$ cat config.mk
export PLATFORM = sky130hd
export DESIGN_NAME = sleep_ctrl
export DESIGN_NICKNAME = d
export VERILOG_FILES = /design/src/common/sleep_pkg.sv /design/src/common/sync_if.sv /design/src/core/pin_sync.sv /design/src/core/sleep_ctrl.sv
export SDC_FILE = /design/constraint.sdc
export NUM_CORES = 1
export LEC_CHECK = 0
export BUFFER_PORTS_ARGS = -buffer_cell sky130_fd_sc_hd__buf_2
export CORE_ASPECT_RATIO = 1.4
export CORE_MARGIN = 1.5
export CORE_UTILIZATION = 55
export DETAILED_ROUTE_END_ITERATION = 8
export PLACE_DENSITY = 0.91
export SETUP_SLACK_MARGIN = 0.4
export SLEW_MARGIN = 25
export SYNTH_ARGS = -nofsm -noshare
export SYNTH_HDL_FRONTEND = slang
export SYNTH_SLANG_ARGS = --single-unit
$ cat constraint.sdc
create_clock -name core_clk -period 4.2 [get_ports core_clk]
set_clock_uncertainty 0.1 [all_clocks]
set_input_delay 0.84 -clock core_clk [delete_from_list [all_inputs] [get_ports core_clk]]
set_output_delay 0.84 -clock core_clk [all_outputs]
set_load 0.02 [all_outputs]
$ cat src/common/sleep_pkg.sv
package sleep_pkg;
	// Power states, Gray coded along active -> light -> deep
	typedef enum logic [1:0] {
		ST_ACTIVE = 2'h0,
		ST_LIGHT = 2'h1,
		ST_DEEP = 2'h3
	} power_state_e;

	localparam int unsigned CLK_HZ = 40000000;
	localparam int unsigned SEC_TICK_CYCLES = CLK_HZ;
	localparam int unsigned TIME_W = 16;
	localparam int unsigned LINK_GAP_SEC = 90;
	localparam logic [TIME_W-1:0] SLEEP_TIMEOUT_RESET = 16'h0000;
	localparam int unsigned OMIT_W = 8;
	// Omit mask bit positions for record fields
	localparam int unsigned OMIT_PDOP = 0;
	localparam int unsigned OMIT_HDOP = 1;
	localparam int unsigned OMIT_ODO = 2;
	localparam int unsigned OMIT_SPEED = 3;
	localparam int unsigned OMIT_KEY_ID = 4;
	localparam int unsigned OMIT_CELL_ID = 5;
	localparam int unsigned OMIT_AREA = 6;
	localparam int unsigned OMIT_TEMP = 7;
	localparam logic [OMIT_W-1:0] OMIT_DEEP = 8'hFF;
	localparam logic [OMIT_W-1:0] OMIT_NONE = 8'h00;
endpackage

$ cat src/common/sync_if.sv
`timescale 1ns/100ps
`default_nettype none
interface sync_if;
	logic ignition;
	logic motion;
	logic usb;
	logic gps_fix;
	modport src(output ignition, output motion, output usb, output gps_fix);
	modport dst(input ignition, input motion, input usb, input gps_fix);
endinterface
`default_nettype wire

$ cat src/core/pin_sync.sv
`timescale 1ns/100ps
`default_nettype none
module pin_sync
	import sleep_pkg::*;
(
	// Clock and reset
	input wire logic core_clk,
	input wire logic rst_n,
	// Raw pins
	input wire logic ignition_input,
	input wire logic motion_pin,
	input wire logic usb_pin,
	input wire logic gps_fix_pin,
	// Synchronised levels
	sync_if.src out
);
	logic [3:0] stage1;
	logic [3:0] stage2;
	logic [3:0] next_stage1;
	logic [3:0] next_stage2;

	always_comb begin
		next_stage1 = {gps_fix_pin, usb_pin, motion_pin, ignition_input};
		next_stage2 = stage1;
		if (!rst_n) begin
			next_stage1 = 4'h0;
			next_stage2 = 4'h0;
		end
	end

	always_ff @(posedge core_clk) begin
		stage1 <= next_stage1;
		stage2 <= next_stage2;
	end

	assign out.ignition = stage2[0];
	assign out.motion = stage2[1];
	assign out.usb = stage2[2];
	assign out.gps_fix = stage2[3];
endmodule
`default_nettype wire

$ cat src/core/sleep_ctrl.sv
`timescale 1ns/100ps
`default_nettype none
// Contract
// - Sleep timeout counts only while the unit is stationary.
// - Light sleep entered only after timeout and all entry conditions together.
// - Light sleep powers GPS down and stops periodic records.
// - Light sleep still logs event records with last position and sends them.
// - Light entry needs enable, satellite time sync, no motion, ignition off.
// - Light sleep ends on motion or ignition on.
// - Deep sleep puts GPS to sleep and switches modem off.
// - Deep sleep keeps saving records; modem powered only to transmit.
// - Deep entry needs enable with timeout, sync, no motion, ignition off, no USB.
// - Deep entry needs record period above data link timeout.
// - Deep entry needs send period minus link timeout above ninety seconds.
// - Deep sleep ends on motion, ignition on or USB attached.
// - Deep sleep records omit DOP, odometer, speed, key, cell, area, temperature, GPS power; OMIT_DEEP has no GPS power bit.
// - Without reception records keep coming using last known position.
module sleep_ctrl
	import sleep_pkg::*;
#(
	parameter int unsigned TICK_CYCLES = SEC_TICK_CYCLES
)
(
	// Clock and reset
	input wire logic core_clk,
	input wire logic rst_n,
	// Pins from outside
	input wire logic ignition_input,
	input wire logic motion_pin,
	input wire logic usb_pin,
	input wire logic gps_fix_pin,
	// Configuration, seconds
	input wire logic light_enable,
	input wire logic deep_enable,
	input wire logic [TIME_W-1:0] sleep_timeout,
	input wire logic [TIME_W-1:0] min_record_period,
	input wire logic [TIME_W-1:0] link_timeout,
	input wire logic [TIME_W-1:0] send_period,
	// Firmware requests
	input wire logic periodic_req,
	input wire logic event_req,
	input wire logic tx_pending,
	input wire logic tx_done,
	// Power outputs
	output logic gps_power,
	output logic gps_sleep,
	output logic modem_power,
	// Record outputs
	output logic record_strobe,
	output logic record_is_event,
	output logic record_use_last_pos,
	output logic [OMIT_W-1:0] record_omit,
	output logic record_forward,
	// Status
	output logic [1:0] power_state,
	output logic timeout_reached
);
	// Elaboration-time refusal of a tick divider that cannot count
	if (TICK_CYCLES < 2) begin : g_tick_check
		$error("TICK_CYCLES too small");
	end

	localparam int unsigned TICK_W = $clog2(TICK_CYCLES);

	sync_if pins();

	pin_sync u_sync (
		.core_clk(core_clk),
		.rst_n(rst_n),
		.ignition_input(ignition_input),
		.motion_pin(motion_pin),
		.usb_pin(usb_pin),
		.gps_fix_pin(gps_fix_pin),
		.out(pins)
	);

	function automatic logic wake_light(input logic mot, input logic ign);
		wake_light = mot | ign;
	endfunction

	power_state_e state;
	power_state_e next_state;
	logic [TICK_W-1:0] tick_cnt;
	logic [TICK_W-1:0] next_tick_cnt;
	logic [TIME_W-1:0] idle_sec;
	logic [TIME_W-1:0] next_idle_sec;
	logic reached;
	logic next_reached;
	logic time_synced;
	logic next_time_synced;
	logic tx_active;
	logic next_tx_active;
	logic sec_tick;
	logic stationary;
	logic light_ok;
	logic deep_ok;
	logic [TIME_W:0] send_gap;
	logic next_gps_power;
	logic next_gps_sleep;
	logic next_modem_power;
	logic next_strobe;
	logic next_is_event;
	logic next_use_last;
	logic [OMIT_W-1:0] next_omit;
	logic next_forward;

	assign stationary = !pins.motion && !pins.ignition;
	assign sec_tick = (tick_cnt == TICK_W'(TICK_CYCLES - 1));
	assign send_gap = {1'b0, send_period} - {1'b0, link_timeout};

	always_comb begin
		light_ok = light_enable && reached && time_synced && !pins.motion && !pins.ignition;
		deep_ok = deep_enable && (sleep_timeout != SLEEP_TIMEOUT_RESET) && reached && time_synced
			&& !pins.motion && !pins.ignition && !pins.usb
			&& (min_record_period > link_timeout)
			&& !send_gap[TIME_W] && (send_gap[TIME_W-1:0] > TIME_W'(LINK_GAP_SEC));
	end

	// Timing and state
	always_comb begin
		next_tick_cnt = sec_tick ? '0 : tick_cnt + 1'b1;
		next_idle_sec = idle_sec;
		next_reached = reached;
		next_time_synced = time_synced | pins.gps_fix;
		next_state = state;
		if (!stationary) begin
			next_idle_sec = '0;
			next_reached = 1'b0;
		end else if (sec_tick && !reached) begin
			if (idle_sec + 1'b1 >= sleep_timeout) begin
				next_reached = 1'b1;
			end
			next_idle_sec = idle_sec + 1'b1;
		end
		case (state)
			ST_ACTIVE: begin
				if (deep_ok) begin
					next_state = ST_DEEP;
				end else if (light_ok) begin
					next_state = ST_LIGHT;
				end
			end
			ST_LIGHT: begin
				if (wake_light(pins.motion, pins.ignition)) begin
					next_state = ST_ACTIVE;
				end else if (deep_ok) begin
					next_state = ST_DEEP;
				end
			end
			ST_DEEP: begin
				if (wake_light(pins.motion, pins.ignition) || pins.usb) begin
					next_state = ST_ACTIVE;
				end
			end
			default: next_state = ST_ACTIVE;
		endcase
		// Any exit restarts the timeout, else a USB exit falls straight back asleep
		if (state != ST_ACTIVE && next_state == ST_ACTIVE) begin
			next_idle_sec = '0;
			next_reached = 1'b0;
		end
		if (!rst_n) begin
			next_tick_cnt = '0;
			next_idle_sec = '0;
			next_reached = 1'b0;
			next_time_synced = 1'b0;
			next_state = ST_ACTIVE;
		end
	end

	always_ff @(posedge core_clk) begin
		tick_cnt <= next_tick_cnt;
		idle_sec <= next_idle_sec;
		reached <= next_reached;
		time_synced <= next_time_synced;
		state <= next_state;
	end

	// Power switches and records
	always_comb begin
		next_tx_active = tx_active;
		if (next_state == ST_DEEP) begin
			if (tx_pending && !tx_active) begin
				next_tx_active = 1'b1;
			end else if (tx_done) begin
				next_tx_active = 1'b0;
			end
		end else begin
			next_tx_active = 1'b0;
		end
		next_gps_power = (next_state == ST_ACTIVE);
		next_gps_sleep = (next_state == ST_DEEP);
		next_modem_power = (next_state != ST_DEEP) || next_tx_active;
		next_strobe = 1'b0;
		next_is_event = 1'b0;
		next_use_last = 1'b0;
		next_omit = OMIT_NONE;
		next_forward = 1'b0;
		if (event_req) begin
			next_strobe = 1'b1;
			next_is_event = 1'b1;
			next_forward = 1'b1;
		end else if (periodic_req && state != ST_LIGHT) begin
			next_strobe = 1'b1;
			next_forward = 1'b1;
		end
		if (next_strobe) begin
			next_use_last = (state != ST_ACTIVE) || !pins.gps_fix;
			// Mask follows the state shown with the strobe
			if (next_state == ST_DEEP) begin
				next_omit = OMIT_DEEP;
			end
		end
		if (!rst_n) begin
			next_tx_active = 1'b0;
			next_gps_power = 1'b1;
			next_gps_sleep = 1'b0;
			next_modem_power = 1'b1;
			next_strobe = 1'b0;
			next_is_event = 1'b0;
			next_use_last = 1'b0;
			next_omit = OMIT_NONE;
			next_forward = 1'b0;
		end
	end

	always_ff @(posedge core_clk) begin
		tx_active <= next_tx_active;
		gps_power <= next_gps_power;
		gps_sleep <= next_gps_sleep;
		modem_power <= next_modem_power;
		record_strobe <= next_strobe;
		record_is_event <= next_is_event;
		record_use_last_pos <= next_use_last;
		record_omit <= next_omit;
		record_forward <= next_forward;
		power_state <= next_state;
		timeout_reached <= next_reached;
	end
endmodule
`default_nettype wire

==> results by group, run 1 <==
Clocking
  – Clock tree from TritonCTS: yes
  – Source-to-sink clock delay at the later pin of the worst-skew pair: 0.34 ns
  – Number of buffers inserted during clock tree synthesis: 9
  – Number of hold buffers added after CTS: 0
  – TritonCTS sink count: between 60 and 70
  – H-tree Lvls: 3
  – Buffer depth of the longest clock path: 2
  – Clock slew seen by the registers of the worst setup and hold paths: around 0.06 ns
  – Cell at the root of the clock tree: sky130_fd_sc_hd__clkbuf_8

Synthesis
  – Distinct cell type count of the synthesized netlist: 50
  – Dominant cell type by area after synthesis: sky130_fd_sc_hd__dfxtp_1
  – Number of cells produced by synthesis: between 500 and 600
  – Synthesized Nets: 645
  – Post-synth top cells: sky130_fd_sc_hd__dfxtp_1, sky130_fd_sc_hd__nor2_1, sky130_fd_sc_hd__ha_1
  – Cell area after synthesis: 0.00427 mm2
  – Post-synth EDFFs: 0
  – Portion of the post-synthesis area used by sequential elements: between 20 and 30%
  – Most used DFF post-synth: sky130_fd_sc_hd__dfxtp_1
  – Synthesized area per cell: approximately 8 um2
  – Synthesis warning total: 0
  – Top cell type's share of synthesized area: 29.1%
  – Synthesis-stage register bit count: 62
  – Synth async-reset ratio: 0%
  – Library cell with the highest instance count after synthesis: sky130_fd_sc_hd__dfxtp_1
  – Leading post-synthesis cells by cell area: sky130_fd_sc_hd__dfxtp_1, sky130_fd_sc_hd__ha_1, sky130_fd_sc_hd__xor2_1

Floorplanning
  – Horiz. Die Dim: between 70 and 80 um
  – Top-Level Pins: 94
  – Die Span Y: 107 um
  – Area of the die: just over 0.008 mm2
  – Area of the core: around 0.0075 mm2
  – Number of placement rows: 37
  – Initial Util: between 50% and 60%

STA
  – Hold violation total from the final report: 0
  – RSZ-0062 raised after global routing: no
  – Final number of setup-violating endpoints: 0
  – Slew at the pin closest to its max-slew limit: around 0.85 ns
  – TNS Setup: 0 ns
  – Post-route worst hold slack: between 0.3 and 0.4 ns
  – Worst-case setup margin in the final layout: ~0.6 ns
  – Remaining max-slew budget at the tightest pin: a little over two fifths
  – Upper clock frequency limit: approximately 0.28 GHz
  – Final count of pins violating max slew: 0
  – Final min period: 3.60 ns
  – Share of the clock period used by the worst path: 85.7%

Placed design
  – Final HPWL from detailed placement: ~8 mm
  – Placer's final routability congestion estimate: between 1 and 1.5
  – DP Worst Slack: 0.229 ns
  – Total placed instance area: approximately 0.0048 mm2
  – # port buffers: 93
  – Cell count after placement: between 600 and 700

GRT
  – Global-route wire length before repair: between 15 and 20 mm
  – Global router's overall resource usage: around 24%
  – Initial antenna violation count: 0
  – Sum of overflow across all layers after global routing: 0
  – Via count of the first global-routing pass: between 3000 and 4000
  – Maximum number of pins on one net before global-route repair: 24

Power and ir drop
  – Register share of total power: between 40% and 50%
  – Power Internal: 1.01 mW
  – Power share of the clock group: between 30% and 40%
  – Combinational power share: 17.6%
  – Worst voltage drop across the vdd grid: between 0.2 and 0.3 mV
  – Switching power share of the total: a little over a quarter
  – Leakage power figure: about 2.4 nW
  – P per Cell Area: 275 mW/mm2
  – Total net switching power: around 0.37 mW
  – Final total power: around 1.4 mW

Worst setup path
  – Kind of start point of the critical path: input port
  – Slowest cell on the critical path: sky130_fd_sc_hd__or4_1
  – List of cells traversed by the critical path: buf_2 -> inv_1 -> ha_1 -> a21o_1 -> a311oi_4 -> nor3_1 -> or4_1 -> a2111oi_1 -> nand4_1 -> o41a_1 -> and3b_1
  – Arrival time worst endpoint: between 3 and 4 ns
  – Crit-path max cell delay: 0.48 ns
  – CP Buf/Inv Count: 2
  – CP Class: input port to flop
  – CP endpoint kind: flop
  – CP Data Required Time: between 4 and 5 ns
  – Kind of cell adding the most delay to the critical path: compound AO/OA/AOI/OAI gates
  – Crit-path max FO: 6

Finish
  – Filler instances: 605
  – Post-route core utilization: between 60% and 70%
  – Final Net Count: approximately 730
  – Post-route standard cell area excluding fillers: 0.00500 mm2
  – Sequential cell area: around 0.0012 mm2
  – Area occupied by multi-input gates: 0.00281 mm2
  – Fraction of final layout cells with drive strength greater than 1: a little under a fifth
  – Diodes inserted: 0
  – Area grow syn2layout: 17.1%
  – Number of cells in the finished layout apart from fillers: between 700 and 800

Status
  – Result of the run: finished clean

Worst hold path
  – Type of the worst min-delay path: flop to flop

Drt
  – Routed WL: just under 10 mm
  – Total DRC errors in the routed layout: 0
  – Wire length per cell: about 14 um
  – Violation count after the first detailed-routing iteration: ~210
  – Post-detailed-route count of antenna-violating nets: 0
  – Vias after detailed routing: ~4000
  – Drt pass-1 iters: 5
  – Vias per Instance: around 5.6

Job
  – Reported max-cap violation count: 0
==> registers in the layout, indices dropped and copies added (netlist names), 2 cells and up <==
name / flops
u_sync.stage1: 4
idle_sec: 16
tick_cnt: 26
power_state: 2
u_sync.stage2: 4
==> cell families after synthesis <==
logic type / share of synthesized area (%)
buffers and inverters: 5.63
XOR/XNOR: 11.7
AND/OR/NAND/NOR: 23.6
adder cells (fa/ha/maj): 15.1
multiplexers: 0.234
AO/OA/AOI/OAI: 14.7
flip-flops: 29.1
==> per-layer routing <==
layer	GRT usage, %	up-vias	wire length, um
li1	-	1987	-
met1	26.4	1835	4020
met2	45.5	137	5070
met3	3.98	33	443
met4	11.8	0	306
met5	0	-	0
==> cell type report <==
class                   instances  area share (%)
multi-input cells             400            56.1
flip-flops and latches         62            24.8
repair buffers                 95            9.60
clock buffers                  11            3.03
inverters                      38            2.85
well taps                      97            2.43
clock inverters                 5            1.15
==> cell usage in the layout (no fill, tap or decap), types with 4 or more instances in the layout <==
| master | instances |
|---|---|
| sky130_fd_sc_hd__buf_2 | 93 |
| sky130_fd_sc_hd__dfxtp_1 | 62 |
| sky130_fd_sc_hd__nor2_1 | 55 |
| sky130_fd_sc_hd__ha_1 | 50 |
| sky130_fd_sc_hd__xor2_1 | 48 |
| sky130_fd_sc_hd__nand2_1 | 38 |
| sky130_fd_sc_hd__inv_1 | 38 |
| sky130_fd_sc_hd__a21oi_1 | 24 |
| sky130_fd_sc_hd__nand3_1 | 15 |
| sky130_fd_sc_hd__o21ai_0 | 15 |
| sky130_fd_sc_hd__and2_1 | 15 |
| sky130_fd_sc_hd__nand4_1 | 14 |
| sky130_fd_sc_hd__and3_1 | 12 |
| sky130_fd_sc_hd__a21o_1 | 12 |
| sky130_fd_sc_hd__clkbuf_8 | 11 |
| sky130_fd_sc_hd__xnor2_1 | 9 |
| sky130_fd_sc_hd__nor2b_1 | 9 |
| sky130_fd_sc_hd__or3_1 | 9 |
| sky130_fd_sc_hd__nor3_1 | 8 |
| sky130_fd_sc_hd__nor4_1 | 5 |
| sky130_fd_sc_hd__a211oi_1 | 4 |
| sky130_fd_sc_hd__o21bai_1 | 4 |
| sky130_fd_sc_hd__o211ai_1 | 4 |
| sky130_fd_sc_hd__o21a_1 | 4 |
==> power groups by stage <==
stage	clock network [mW]	logic, mW	registers, mW
floorplan	0	0.151	0.615
global route	0.572	0.267	0.601
global placement	0	0.225	0.613
CTS	0.544	0.235	0.600
detailed placement	0	0.233	0.614
finish	0.534	0.242	0.600
==> what timing repair did <==
action,in CTS,in global routing
endpoints found under the hold margin,0,0
setup buffers,0,0
endpoints found under the setup margin,0,4
resized for setup,0,2
==> worst paths after layout <==
check / start / to / slack [ns] / cells after the start
worst max register to register: idle_sec[0] / timeout_reached / 0.90 / 14
worst max-delay path: link_timeout[6] / tx_active / 0.60 / 11
worst min register to register: u_sync.stage1[3] / u_sync.stage2[3] / 0.34 / 1
worst min-delay path: u_sync.stage1[3] / u_sync.stage2[3] / 0.34 / 1
No activity file was read; power rests on OpenSTA's default activity.
==> inputs of run 2 (changes only) <==
- ABC_AREA: default -> 1
- CORE_UTILIZATION: 55 -> 56
- CTS_CLUSTER_SIZE: default -> 8
==> run 2 against run 1 <==
Combinational power up 8%. Critical path type is now flop to flop. Clock power increased by 6.4%. Highest routed layer unchanged. Hold slack got worse by 0.026 ns. Critical endpoint is now timeout_reached. Sequential share of layout area shrank 1.4 points. Power grew 3.9%. Sequential cell count is the same.
==> results by group, run 2 <==
Synthesis
  – Dominant cell type by area after synthesis: sky130_fd_sc_hd__dfxtp_1
  – Distinct cell type count of the synthesized netlist: 40
  – Library cell with the highest instance count after synthesis: sky130_fd_sc_hd__nand2_1
  – Synthesized Nets: 807
  – Portion of the post-synthesis area used by sequential elements: between 20% and 30%
  – Most used DFF post-synth: sky130_fd_sc_hd__dfxtp_1
  – Top cell type's share of synthesized area: a little over a quarter
  – Number of cells produced by synthesis: 680
  – Cell area after synthesis: 0.00459 mm2
  – Synthesized area per cell: about 6.7 um2
  – Post-synth top cells: sky130_fd_sc_hd__nand2_1, sky130_fd_sc_hd__inv_1, sky130_fd_sc_hd__dfxtp_1
  – Synthesis warning total: 0
  – Post-synth EDFFs: 0
  – Leading post-synthesis cells by cell area: sky130_fd_sc_hd__dfxtp_1, sky130_fd_sc_hd__nand2_1, sky130_fd_sc_hd__ha_1
  – Synth async-reset ratio: 0%
  – Synthesis-stage register bit count: between 60 and 70

GRT
  – Via count of the first global-routing pass: ~4500
  – Initial antenna violation count: 0
  – Maximum number of pins on one net before global-route repair: 18
  – Global router's overall resource usage: 26.6%
  – Sum of overflow across all layers after global routing: 0
  – Global-route wire length before repair: ~19 mm

Finish
  – Diodes inserted: 0
  – Most common cell after layout, fill and taps aside: sky130_fd_sc_hd__nand2_1
  – Post-route standard cell area excluding fillers: approximately 0.0053 mm2
  – Biggest registers after layout: tick_cnt (26), idle_sec (16)
  – Sequential cell area: 0.00124 mm2
  – Area grow syn2layout: 15.6%
  – Final Net Count: 898
  – Filler instances: ~650
  – Max reg flops: 26
  – Post-route core utilization: 67.6%
  – Highest-count cells in the layout ignoring fill and taps: sky130_fd_sc_hd__nand2_1, sky130_fd_sc_hd__inv_1, sky130_fd_sc_hd__buf_2
  – Number of cells in the finished layout apart from fillers: 876
  – Area occupied by multi-input gates: about 0.0028 mm2
  – Register bank with the most flops: tick_cnt
  – Fraction of final layout cells with drive strength greater than 1: 17.5%

Worst setup path
  – Kind of cell adding the most delay to the critical path: simple AND/OR/NAND/NOR gates
  – Crit-path max FO: 5
  – CP Buf/Inv Count: 2
  – Slowest cell on the critical path: sky130_fd_sc_hd__dfxtp_1
  – Crit-path max cell delay: 0.41 ns
  – Arrival time worst endpoint: approximately 3.0 ns
  – Number of logic stages on the critical path including buffering: 16
  – Dominant cell type by count on the critical path: sky130_fd_sc_hd__nand3_1
  – CP Data Required Time: 4.30 ns
  – Critical Path Source: idle_sec[0]
  – Worst-case reg-to-reg path depth: 16
  – CP Class: flop to flop
  – CP endpoint kind: flop
  – Reg-to-reg critical path startpoint: idle_sec[0]
  – Kind of start point of the critical path: flop
  – List of cells traversed by the critical path: ha_1 -> nand3_1 -> nor2_1 -> nand4_1 -> nor2_1 -> nand3_1 -> xnor2_1 -> ha_1 -> nand2_1 -> inv_1 -> nand3_1 -> inv_1 -> a21oi_1 -> nand3_1 -> a21oi_1 -> nor2_1

Drt
  – Violation count after the first detailed-routing iteration: 218
  – Wire length per cell: roughly 13 um
  – Vias after detailed routing: 4656
  – Total DRC errors in the routed layout: 0
  – Wire length on met2: 6.22 mm
  – Routed WL: approximately 11 mm
  – Post-detailed-route count of antenna-violating nets: 0
  – Vias per Instance: 5.32
  – Drt pass-1 iters: 5
  – Met3 wire length: about 400 um
  – Wire length on met1: 4.29 mm
  – Highest metal layer with signal wires: met4

Status
  – Result of the run: finished clean

Clocking
  – Clock slew seen by the registers of the worst setup and hold paths: around 0.060 ns
  – Number of buffers inserted during clock tree synthesis: 9
  – Post-CTS resize count: 0
  – Number of hold buffers added after CTS: 0
  – Source-to-sink clock delay at the later pin of the worst-skew pair: around 0.34 ns
  – Buffer depth of the longest clock path: 2
  – Clock tree from TritonCTS: yes
  – Number of setup buffers added after CTS: 0
  – H-tree Lvls: 3
  – TritonCTS sink count: between 60 and 70
  – Cell at the root of the clock tree: sky130_fd_sc_hd__clkbuf_8

Worst hold path
  – Hold wc startpoint: u_sync.stage1[2]
  – Type of the worst min-delay path: flop to flop
  – Number of stages on the worst hold path: 2

Job
  – Reported max-cap violation count: 0

STA
  – Share of the clock period used by the worst path: 69.5%
  – TNS Setup: 0 ns
  – Final count of pins violating max slew: 0
  – Final number of setup-violating endpoints: 0
  – Remaining max-slew budget at the tightest pin: ~54%
  – Worst-case setup margin in the final layout: ~1.3 ns
  – Final min period: 2.92 ns
  – RSZ-0062 raised after global routing: no
  – Hold violation total from the final report: 0
  – Slew at the pin closest to its max-slew limit: around 0.7 ns
  – Upper clock frequency limit: around 0.34 GHz
  – Post-route worst hold slack: between 0.3 and 0.4 ns

Placed design
  – Total placed instance area: slightly above 0.005 mm2
  – Final HPWL from detailed placement: around 9 mm
  – Cell count after placement: 860
  – # port buffers: between 90 and 100
  – Placer's final routability congestion estimate: about 0.93
  – DP Worst Slack: around 1.1 ns

Power and ir drop
  – Leakage power figure: ~2.8 nW
  – Worst voltage drop across the vdd grid: around 0.41 mV
  – P per Cell Area: approximately 270 mW/mm2
  – Final total power: about 1.4 mW

Floorplanning
  – Die Span Y: around 110 um
  – Initial Util: between 50% and 60%
  – Number of placement rows: 38
  – Horiz. Die Dim: 79.5 um
  – Area of the core: roughly 0.0078 mm2
  – Top-Level Pins: 94
  – Area of the die: 0.00876 mm2
[run 2: worst paths after layout]
path                            slack [ns]          endpoint
worst max-delay path                  1.28   timeout_reached
worst min-delay path                  0.31  u_sync.stage2[2]
worst max register to register        1.28   timeout_reached
worst min register to register        0.31  u_sync.stage2[2]
[run 2: per-layer routing]
| metal | track usage, % | up-vias |
|---|---|---|
| met5 | 0 | - |
| met4 | 11.5 | 0 |
| met3 | 3.79 | 33 |
| met2 | 54.1 | 114 |
| met1 | 25.8 | 2134 |
| li1 | - | 2375 |
[run 2: cell type report]
class,count,area share [%]
clock inverters,4,1.32
flip-flops and latches,62,23.4
multi-input cells,483,52.8
inverters,122,8.63
repair buffers,93,8.77
well taps,100,2.36
clock buffers,12,2.74
[run 2: logic make-up after synthesis]
logic type	count (synthesis)	share of synthesized area (%)
buf+inv	135	11.9
fa+ha+maj	51	14.1
simple gates	322	32.8
compound gates	92	10.7
flops	62	27.0
xor+xnor	18	3.44
[run 2: worst min-delay path, delay by kind of cell, from the launching register on]
family / cells / cell delay [ns]
DFF: 1 / 0.30
and+or+nand+nor: 1 / 0.04
buffers and inverters: 1 / 0.04
[run 2: power breakdown]
part	leakage (nW)	switching (mW)	internal, mW	total (mW)
Clock	0.110	0.219	0.349	0.568
Sequential	0.503	0.00452	0.597	0.601
Combinational	2.16	0.157	0.104	0.261
